==> src/core/cfs_pkg.sv <==
/*
 package for the flags and segment state block: bit positions of the
 flags register and machine control register, reset values, operation
 codes and the descriptor cache layout.
 assumes one processor clock domain.
*/
package cfs_pkg;
	// flags register bit positions
	localparam int FL_CARRY = 0;
	localparam int FL_PARITY = 2;
	localparam int FL_AUX = 4;
	localparam int FL_ZERO = 6;
	localparam int FL_SIGN = 7;
	localparam int FL_STEP = 8;
	localparam int FL_IE = 9;
	localparam int FL_DIR = 10;
	localparam int FL_OVF = 11;
	localparam int FL_IO_PRIVILEGE_LEVEL_LO = 12;
	localparam int FL_NEST = 14;
	localparam int FL_RESUME = 16;
	localparam int FL_VMODE = 17;
	// fixed bit 1 reads as one, other reserved bits zero
	localparam logic [31:0] FL_FIXED_ONE = 32'h0000_0002;
	localparam logic [31:0] FL_DEFINED = 32'h0003_7fd5;
	localparam logic [31:0] FL_RESET = 32'h0000_0002;
	// machine control register
	localparam int MC_PROT = 0;
	localparam int MC_PAGE = 31;
	localparam logic [31:0] MC_RESET = 32'h0000_0000;
	// real mode segment limit, 64 kbyte
	localparam logic [31:0] REAL_LIMIT = 32'h0000_ffff;
	localparam int SEL_SHIFT = 4;
	localparam int NSEG = 6;
	// attribute bits used by the access check
	localparam int AT_PRESENT = 7;
	localparam int AT_CODE = 3;
	localparam int AT_WR_RD = 1; // writable for data, readable for code
	localparam logic [7:0] REAL_ATTR = 8'h93; // present, data, writable

	typedef enum logic [1:0] {
		CFS_SZ8 = 2'b00,
		CFS_SZ16 = 2'b01,
		CFS_SZ32 = 2'b10
	} cfs_size_t;

	// flags register write sources
	typedef enum logic [2:0] {
		CFS_FW_NONE = 3'b000,
		CFS_FW_POP_FLAGS_OP = 3'b001,
		CFS_FW_INTERRUPT_RETURN_OP = 3'b010,
		CFS_FW_TASK = 3'b011,
		CFS_FW_DIRECT = 3'b100
	} cfs_fwr_t;

	// machine control register write sources
	typedef enum logic [1:0] {
		CFS_MW_NONE = 2'b00,
		CFS_MW_LOAD_STATUS_WORD_OP = 2'b01,
		CFS_MW_FULL = 2'b10
	} cfs_mwr_t;

	typedef struct packed {
		logic [31:0] base;
		logic [31:0] limit;
		logic [7:0] attr;
	} cfs_desc_t;

	// arithmetic operands presented by the datapath
	typedef struct packed {
		logic valid;
		cfs_size_t size;
		logic is_sub;
		logic [31:0] a;
		logic [31:0] b;
		logic carry_in;
	} cfs_alu_t;

	typedef struct packed {
		logic valid;
		logic [2:0] seg;
		logic write;
		logic fetch;
		logic [31:0] offset;
	} cfs_mref_t;
endpackage

==> src/core/cfs_core.sv <==
/*
 flags register, six segment selectors with hidden descriptor caches and
 the machine control register of the processor.
 assumes the sequencer reports instruction completion, flag loads and
 selector loads as one-cycle strobes, and that descriptors are fetched
 by the caller before a protected mode selector load.
*/
// Functional notes
// - virtual mode in protected mode loads segments real-style, faults privileged opcodes.
// - virtual mode bit set only by interrupt return at level 0 or task switch.
// - push of flags writes zero there; saved images show virtual mode.
// - resume flag suppresses debug faults on the next instruction.
// - resume flag cleared on clean completion unless reloaded from memory image.
// - nested task flag picks inter-task or intra-task interrupt return.
// - pop or interrupt return loads nested task flag at any level.
// - io privilege field bounds privilege allowed to do io without fault.
// - pop or return changes interrupt enable only if privilege allows, io field only at level zero.
// - overflow set when carry into sign bit differs from carry out.
// - direction flag selects index increment or decrement.
// - interrupt enable gates the maskable interrupt request pin.
// - single-step flag traps after next instruction.
// - sign flag copies result top bit for operand size.
// - zero flag set when result is zero at operand size.
// - aux carry reflects carry or borrow at bit 3 only.
// - parity set for even ones in low result byte.
// - carry flag holds carry or borrow at the top bit.
// - selector load refreshes descriptor cache, real mode base is selector times 16.
// - memory reference adds base, checks limit and attributes.
// - status-word load and store touch only the low 16 bits.
// - bit 31 of machine control enables paging.
// - protection enable set by either load, cleared only by full load.
`timescale 1ns/10ps
`default_nettype none
module cfs_core
	import cfs_pkg::*;
(
	// clock and reset
	input wire logic i_clk,
	input wire logic i_rst_b,
	// privilege and instruction events
	input wire logic [1:0] i_cpl,
	input wire logic i_insn_done,
	input wire logic i_insn_fault,
	input wire logic i_task_vm86,
	// flags writes
	input wire cfs_pkg::cfs_fwr_t i_fl_wr,
	input wire logic [31:0] i_fl_wdata,
	input wire cfs_pkg::cfs_alu_t i_alu,
	input wire logic i_alu_upd_cf,
	// interrupts and debug
	input wire logic i_maskable_irq_pin,
	input wire logic i_debug_hit,
	// io and privileged opcodes
	input wire logic i_io_insn,
	input wire logic i_priv_insn,
	// segment loads
	input wire logic i_seg_ld,
	input wire logic [2:0] i_seg_idx,
	input wire logic [15:0] i_seg_sel,
	input wire cfs_pkg::cfs_desc_t i_seg_desc,
	// machine control register
	input wire cfs_pkg::cfs_mwr_t i_mc_wr,
	input wire logic [31:0] i_mc_wdata,
	// memory reference
	input wire cfs_pkg::cfs_mref_t i_mref,
	// flags outputs
	output logic [31:0] o_flags,
	output logic [31:0] o_flags_push,
	output logic [31:0] o_flags_saved,
	output logic [31:0] o_alu_result,
	// control decisions
	output logic o_irq_take,
	output logic o_debug_fault,
	output logic o_step_trap,
	output logic o_gp_fault,
	output logic o_io_bitmap_check,
	output logic o_interrupt_return_op_intertask,
	output logic signed [2:0] o_index_step,
	output logic o_vm86_active,
	// machine control outputs
	output logic [31:0] o_mc,
	output logic [15:0] o_status_word,
	output logic o_paging_en,
	output logic o_prot_en,
	// segment state and address
	output logic [15:0] o_sel [NSEG],
	output logic [31:0] o_linear,
	output logic o_limit_fault,
	output logic o_attr_fault
);
	logic rst_m, rst_s;
	logic [31:0] flags_r, mc_r;
	logic [15:0] sel_r [NSEG];
	cfs_desc_t cache_r [NSEG];
	logic step_arm_r;
	logic [32:0] sum;
	logic [4:0] nib;
	logic [31:0] res, img;
	logic c_top, c_into, sgn;
	logic vm_act;

	// reset release through two flip-flops
	// assertion acts at once, release waits two edges for a clean removal
	always_ff @(posedge i_clk or negedge i_rst_b)
	begin
		if (!i_rst_b)
		begin
			rst_m <= 1'b0;
			rst_s <= 1'b0;
		end
		else
		begin
			rst_m <= 1'b1;
			rst_s <= rst_m;
		end
	end

	assign vm_act = mc_r[MC_PROT] & flags_r[FL_VMODE];

	// adder with carry into and out of the sign bit
	always_comb
	begin
		logic [31:0] bb;
		bb = i_alu.is_sub ? ~i_alu.b : i_alu.b;
		sum = {1'b0, i_alu.a} + {1'b0, bb} + {32'h0, i_alu.is_sub ^ i_alu.carry_in};
		nib = {1'b0, i_alu.a[3:0]} + {1'b0, bb[3:0]} + {4'h0, i_alu.is_sub ^ i_alu.carry_in};
		res = sum[31:0];
		case (i_alu.size)
			CFS_SZ8:
			begin
				c_top = res[8] ^ i_alu.a[8] ^ bb[8];
				c_into = res[7] ^ i_alu.a[7] ^ bb[7];
				sgn = res[7];
			end
			CFS_SZ16:
			begin
				c_top = res[16] ^ i_alu.a[16] ^ bb[16];
				c_into = res[15] ^ i_alu.a[15] ^ bb[15];
				sgn = res[15];
			end
			default:
			begin
				c_top = sum[32];
				c_into = res[31] ^ i_alu.a[31] ^ bb[31];
				sgn = res[31];
			end
		endcase
	end

	// image that a flags load would place
	// protected bits fall back to the value already held
	always_comb
	begin
		img = flags_r;
		case (i_fl_wr)
			CFS_FW_POP_FLAGS_OP, CFS_FW_INTERRUPT_RETURN_OP:
			begin
				img = (i_fl_wdata & FL_DEFINED) | FL_FIXED_ONE;
				img[FL_NEST] = i_fl_wdata[FL_NEST];
				if (i_cpl > flags_r[FL_IO_PRIVILEGE_LEVEL_LO +: 2])
					img[FL_IE] = flags_r[FL_IE];
				// io field only at level 0
				if (i_cpl != 2'b00)
					img[FL_IO_PRIVILEGE_LEVEL_LO +: 2] = flags_r[FL_IO_PRIVILEGE_LEVEL_LO +: 2];
				if (i_fl_wr == CFS_FW_POP_FLAGS_OP || i_cpl != 2'b00 || !mc_r[MC_PROT])
					img[FL_VMODE] = flags_r[FL_VMODE];
			end
			CFS_FW_TASK:
			begin
				// task switch loads all in protected mode
				img = (i_fl_wdata & FL_DEFINED) | FL_FIXED_ONE;
				if (!mc_r[MC_PROT])
					img[FL_VMODE] = flags_r[FL_VMODE];
			end
			CFS_FW_DIRECT:
			begin
				img = (i_fl_wdata & FL_DEFINED) | FL_FIXED_ONE;
				img[FL_VMODE] = flags_r[FL_VMODE];
			end
			default:
			begin
				img = flags_r;
			end
		endcase
	end

	// flags register update
	// a flags load wins over the alu update and resume clear of that cycle
	always_ff @(posedge i_clk or negedge rst_s)
	begin
		if (!rst_s)
			flags_r <= FL_RESET;
		else if (i_fl_wr != CFS_FW_NONE)
			flags_r <= img;
		else
		begin
			if (i_alu.valid)
			begin
				flags_r[FL_OVF] <= c_top ^ c_into;
				flags_r[FL_SIGN] <= sgn;
				case (i_alu.size)
					CFS_SZ8: flags_r[FL_ZERO] <= (res[7:0] == 8'h00);
					CFS_SZ16: flags_r[FL_ZERO] <= (res[15:0] == 16'h0000);
					default: flags_r[FL_ZERO] <= (res == 32'h0000_0000);
				endcase
				flags_r[FL_AUX] <= nib[4] ^ i_alu.is_sub;
				flags_r[FL_PARITY] <= ~^res[7:0];
				if (i_alu_upd_cf)
					flags_r[FL_CARRY] <= c_top ^ i_alu.is_sub;
			end
			if (i_insn_done && !i_insn_fault)
				flags_r[FL_RESUME] <= 1'b0;
		end
	end

	// single-step arms at the start of the next instruction
	// sampled at completion, so a newly loaded step flag waits one instruction
	always_ff @(posedge i_clk or negedge rst_s)
	begin
		if (!rst_s)
			step_arm_r <= 1'b0;
		else if (i_insn_done)
			step_arm_r <= flags_r[FL_STEP];
	end

	// machine control register
	// reserved and coprocessor bits are stored as written
	always_ff @(posedge i_clk or negedge rst_s)
	begin
		if (!rst_s)
			mc_r <= MC_RESET;
		else
		begin
			case (i_mc_wr)
				CFS_MW_LOAD_STATUS_WORD_OP:
				begin
					mc_r[15:1] <= i_mc_wdata[15:1];
					mc_r[MC_PROT] <= mc_r[MC_PROT] | i_mc_wdata[MC_PROT];
				end
				CFS_MW_FULL: mc_r <= i_mc_wdata;
				default: mc_r <= mc_r;
			endcase
		end
	end

	// selectors and descriptor caches
	// limit and attributes are fixed outside protected mode
	always_ff @(posedge i_clk or negedge rst_s)
	begin
		if (!rst_s)
		begin
			for (int i = 0; i < NSEG; i++)
			begin
				sel_r[i] <= 16'h0000;
				cache_r[i] <= '{base: 32'h0000_0000, limit: REAL_LIMIT, attr: REAL_ATTR};
			end
		end
		else if (i_seg_ld && i_seg_idx < 3'(NSEG))
		begin
			sel_r[i_seg_idx] <= i_seg_sel;
			// real and virtual mode take shifted base
			if (!mc_r[MC_PROT] || vm_act)
			begin
				cache_r[i_seg_idx].base <= 32'(i_seg_sel) << SEL_SHIFT;
				cache_r[i_seg_idx].limit <= REAL_LIMIT;
				cache_r[i_seg_idx].attr <= REAL_ATTR;
			end
			else
				cache_r[i_seg_idx] <= i_seg_desc;
		end
	end

	// memory reference translation and checks
	// a segment index above five reads the first cache, never an undefined one
	always_comb
	begin
		cfs_desc_t d;
		d = cache_r[(i_mref.seg < 3'(NSEG)) ? i_mref.seg : 3'h0];
		o_linear = d.base + i_mref.offset;
		o_limit_fault = i_mref.valid & (i_mref.offset > d.limit);
		o_attr_fault = i_mref.valid & (~d.attr[AT_PRESENT]
			| (i_mref.write & (d.attr[AT_CODE] | ~d.attr[AT_WR_RD]))
			| (i_mref.fetch & ~d.attr[AT_CODE])
			| (~i_mref.write & ~i_mref.fetch & d.attr[AT_CODE] & ~d.attr[AT_WR_RD]));
	end

	// control decisions from flags
	always_comb
	begin
		o_irq_take = i_maskable_irq_pin & flags_r[FL_IE];
		o_debug_fault = i_debug_hit & ~flags_r[FL_RESUME];
		o_step_trap = i_insn_done & step_arm_r;
		o_io_bitmap_check = i_io_insn & mc_r[MC_PROT] & (vm_act | (i_cpl > flags_r[FL_IO_PRIVILEGE_LEVEL_LO +: 2]));
		// privileged opcodes fault in virtual mode
		o_gp_fault = (i_priv_insn & vm_act) | (o_io_bitmap_check & ~vm_act);
		o_interrupt_return_op_intertask = flags_r[FL_NEST] & mc_r[MC_PROT];
		o_index_step = flags_r[FL_DIR] ? -3'sd1 : 3'sd1;
	end

	// register views
	always_comb
	begin
		o_flags = flags_r;
		// pushed image has zero virtual mode
		o_flags_push = flags_r & ~(32'h1 << FL_VMODE);
		o_flags_saved = flags_r | ({31'h0, i_task_vm86} << FL_VMODE);
		o_alu_result = res;
		o_vm86_active = vm_act;
		o_mc = mc_r;
		o_status_word = mc_r[15:0];
		o_paging_en = mc_r[MC_PAGE];
		o_prot_en = mc_r[MC_PROT];
		for (int i = 0; i < NSEG; i++)
			o_sel[i] = sel_r[i];
	end
endmodule // cfs_core
`default_nettype wire

==> config.mk <==
export PLATFORM = sky130hd
export DESIGN_NAME = cfs_core
export DESIGN_NICKNAME = d
export VERILOG_FILES = /design/src/core/cfs_pkg.sv /design/src/core/cfs_core.sv
export SDC_FILE = /design/constraint.sdc
export NUM_CORES = 1
export LEC_CHECK = 0
export ABC_AREA = 1
export BUFFER_PORTS_ARGS = -buffer_cell sky130_fd_sc_hd__buf_4
export CORE_UTILIZATION = 30
export DETAILED_ROUTE_END_ITERATION = 7
export PLACE_DENSITY_LB_ADDON = 0.05
export SLEW_MARGIN = 20
export SYNTH_ARGS = -nofsm -noshare
export SYNTH_HDL_FRONTEND = slang
export SYNTH_SLANG_ARGS = --single-unit
==> constraint.sdc <==
create_clock -name i_clk -period 23.7 [get_ports i_clk]
set_input_delay 1.185 -clock i_clk [delete_from_list [all_inputs] [get_ports i_clk]]
set_output_delay 1.185 -clock i_clk [all_outputs]
set_load 0.05 [all_outputs]
==> summary.md <==
| Metric | Value |
|---|---|
| Place WS | `15,630 ps` |
| Drt pass-1 iters | `5` |
| Worst slew pin tran | `1280 ps` |
| Ys flop type | `dfrtp_1` |
| Power per cell area | `slightly below 100 nW/µm²` |
| Tot Pwr | `approximately 0.0036 W` |
| Unrepaired setup endpoints after global routing | `no` |
| Number of clock sinks | `547` |
| Worst VDD drop | `0.0722 mV` |
| Final Cycle Share | `33.7%` |
| Outcome | `finished clean` |
| Asr flop ratio synth | `100%` |
| Worst hold path class | `input port to async pin` |
| Final Wtd Congestion | `0.851` |
| Critical R2R Capture | `cache_r[185]$_DFFE_PN0P_` |
| Final hold vios | `0` |
| Post-synth top area cell | `dfrtp_1` |
| Dpl hpwl | `76,500 µm` |
| Drc violations | `0` |
| Final WS setup | `between 15,000 and 20,000 ps` |
| Antenna viol nets, final | `0` |
| Largest net degree at the start of global routing | `148` |
| FF-to-FF path depth | `4` |
| First DRT Iteration DRCs | `1,782` |
| Startpoint Class | `input port` |
| Root Buffer Master | `clkbuf_16` |
| Required time worst endpoint | `22,510 ps` |
| Dpl cells | `5,495` |
| Post-Syn Instances | `slightly below 4k` |
| Slew Limit Fails | `0` |
| Number of global-route vias before repair | `26.5k` |
| Starting density of the core | `30.4%` |
| Std-Cell Core Area | `98,900 µm²` |
| Sequential share of the synthesized area | `roughly 46%` |
| Post-route cell area | `36,900 µm²` |
| DP Area | `34,700 µm²` |
| Synth Register Bits | `547` |
| # rows | `between 100 and 150` |
| Cell area after synthesis | `30,100 µm²` |
| Routed len/inst | `between 20 and 25 µm` |
| MaxCap Viol Count | `0` |
| Port Buffers | `518` |
| Post-synth top cells | `nand2_1 (1,337), o21ai_0 (550), dfrtp_1 (439), inv_1 (302), a21oi_1 (212)` |
| Fill count | `10.6k` |
| Critical path endpoint category | `primary output` |
| Total grt overflow | `0` |
| Clock skew | `28.0 ps` |
| Avg Inst Size Synth | `7.71 µm²` |
| Num CTS Buffers | `~70` |
| Most numerous cell in the Yosys netlist | `nand2_1` |
| Critical path class | `input port to primary output` |
| IO Pins | `approximately 600` |
| Worst-path clk slew | `50 ps` |
| Area grow syn2layout | `22.7%` |
| CTS tree | `built` |
| Die extent in y | `about 320 µm` |
| Clock Latency Late Sink | `between 600 and 700 ps` |
| Dominant cells by area after synthesis | `dfrtp_1 (37%), nand2_1 (17%), dfstp_2 (9.4%)` |
| CP max FO | `65` |
| Warnings, synthesis | `0` |
| R2R Setup Slk | `19,590 ps` |
| Setup violators final | `0` |
| Setup TNS | `0 ps` |
| Peak Freq | `between 100 and 150 MHz` |
| Final min period | `around 8000 ps` |
| Share of layout cells above drive strength 1 | `roughly 20%` |
| Vias per inst | `~4.8` |
| Max-slew headroom | `~14%` |
| Worst Path Arrival | `6810 ps` |
| LEAKAGE | `18.3 nW` |
| Total area of sequential cells | `roughly 14,000 µm²` |
| Drt total wl | `113,000 µm` |
| Multi-input logic area | `between 10,000 and 15,000 µm²` |
| Routed vias | `26.8k` |
| CTS H-tree lvls | `3` |
| CTS max path bufs | `3` |
| Antenna violations before repair | `9` |
| Hold buffer count at cts | `0` |
| Global-route wire length before repair | `169,000 µm` |
| Number of synthesized flops with an enable pin | `0` |
| Postcts setup bufs | `0` |
| Final nets | `4,663` |
| Fin cells | `5,623` |
| Die area | `102,000 µm²` |
| Area fraction of the dominant cell type after synthesis | `36.5%` |
| Die width | `319 µm` |
| All-Layer GR Usage | `21.9%` |
| Crit Reg-Reg Startpoint | `rst_s$_DFF_PN0_` |
| CTS resizes | `0` |
| Post-synth cell types | `48` |
layer usage:
| layer | track usage, % | wire [µm] |
|---|---|---|
| met5 | 0 | 26 |
| met1 | 31.2 | 54000 |
| met3 | 4.66 | 6860 |
| met2 | 33.7 | 49500 |
| met4 | 5.08 | 2170 |
cell usage in the layout, fill, tap and decap left out, types with 12 or more instances in the layout:
| cell | n |
|---|---|
| clkbuf_16 | 72 |
| mux2_2 | 20 |
| nor3_1 | 15 |
| a21oi_1 | 212 |
| dfstp_2 | 108 |
| nor2_1 | 120 |
| a22oi_1 | 35 |
| inv_1 | 300 |
| nand2_1 | 1334 |
| ha_1 | 101 |
| xnor2_1 | 31 |
| nand3_1 | 89 |
| clkinv_2 | 13 |
| clkbuf_1 | 22 |
| buf_4 | 561 |
| dfrtp_1 | 438 |
| nand4_1 | 21 |
| xor2_1 | 55 |
| conb_1 | 57 |
| a221o_1 | 15 |
| clkbuf_8 | 12 |
| a31oi_1 | 21 |
| or2_2 | 21 |
| nand2_2 | 13 |
| o21ai_0 | 548 |
worst max-delay path, cell delays in order:
cell and delay, ps:
buf_4 230, inv_2 130, a21oi_4 30, buf_4 300
inv_6 360, buf_4 610, buf_4 690, a21oi_1 130
a221o_1 350, o21ai_0 250, ha_1 310, fa_1 220
nand3_1 80, nand2_1 120, a21oi_1 150, o21ai_2 330
a21oi_1 160, o21ai_0 400, nand4_1 170, nand2_1 120
xor2_1 150, buf_4 220
sequential cells by signal, summed over array words and instances, names as in the netlist:
name and flops:
o_mc 32, o_flags 14, step_arm_r 1, rst_s 1, rst_m 1, cache_r 402, o_sel 96
how the worst max path moves through the flow:
stage	cells past startpoint	from	endpoint	slack, ps
2_1_floorplan	0	rst_s$_DFF_PN0_	cache_r[100]$_DFFE_PN0P_	7510
3_3_place_gp	22	i_mref[34]	o_linear[30]	15600
3_5_place_dp	22	i_mref[34]	o_linear[30]	15630
4_1_cts	22	i_mref[34]	o_linear[30]	15630
5_1_grt	22	i_mref[34]	o_linear[30]	15330
6_report	22	i_mref[34]	o_linear[30]	15710
power breakdown:
| group | leakage (nW) | total [W] | switching (W) | internal, W |
|---|---|---|---|---|
| combinational | 10.4 | 0.00127 | 0.000890 | 0.000382 |
| sequential | 6.81 | 0.00124 | 0.0000930 | 0.00114 |
| clock | 1.11 | 0.00106 | 0.000433 | 0.000631 |
| total | 18.3 | 0.00357 | 0.00142 | 0.00215 |
area by class of cell:
type                            instances  area share, %
Inverter                              317           3.24
Sequential cell                       547           37.5
Multi-Input combinational cell       2782           37.4
Tap cell                             1287           4.36
Antenna cell                            2         0.0136
Clock buffer                          106           5.55
Timing Repair Buffer                  562           11.5
Clock inverter                         20          0.556
cell families (layout without fill, tap and decap cells):
group	count (synthesis)	count (layout)	share of synthesized area, %
fa+ha+maj	104	104	4.40
xor+xnor	87	87	2.56
other cells	2	59	0.0250
compound gates	875	875	15.6
simple gates	1639	1639	21.6
buf+inv	627	1005	9.17
mux	20	20	0.748
flops	547	547	45.9
stage by stage:
step / hold slack, ps / util [%]
floorplan: 331 / -
global placement: 335 / 35.1
detailed placement: 349 / 35.1
CTS: 306 / 37.3
global route: 316 / 37.3
finish: 352 / 37.3
(Power assumes the default switching activity.)
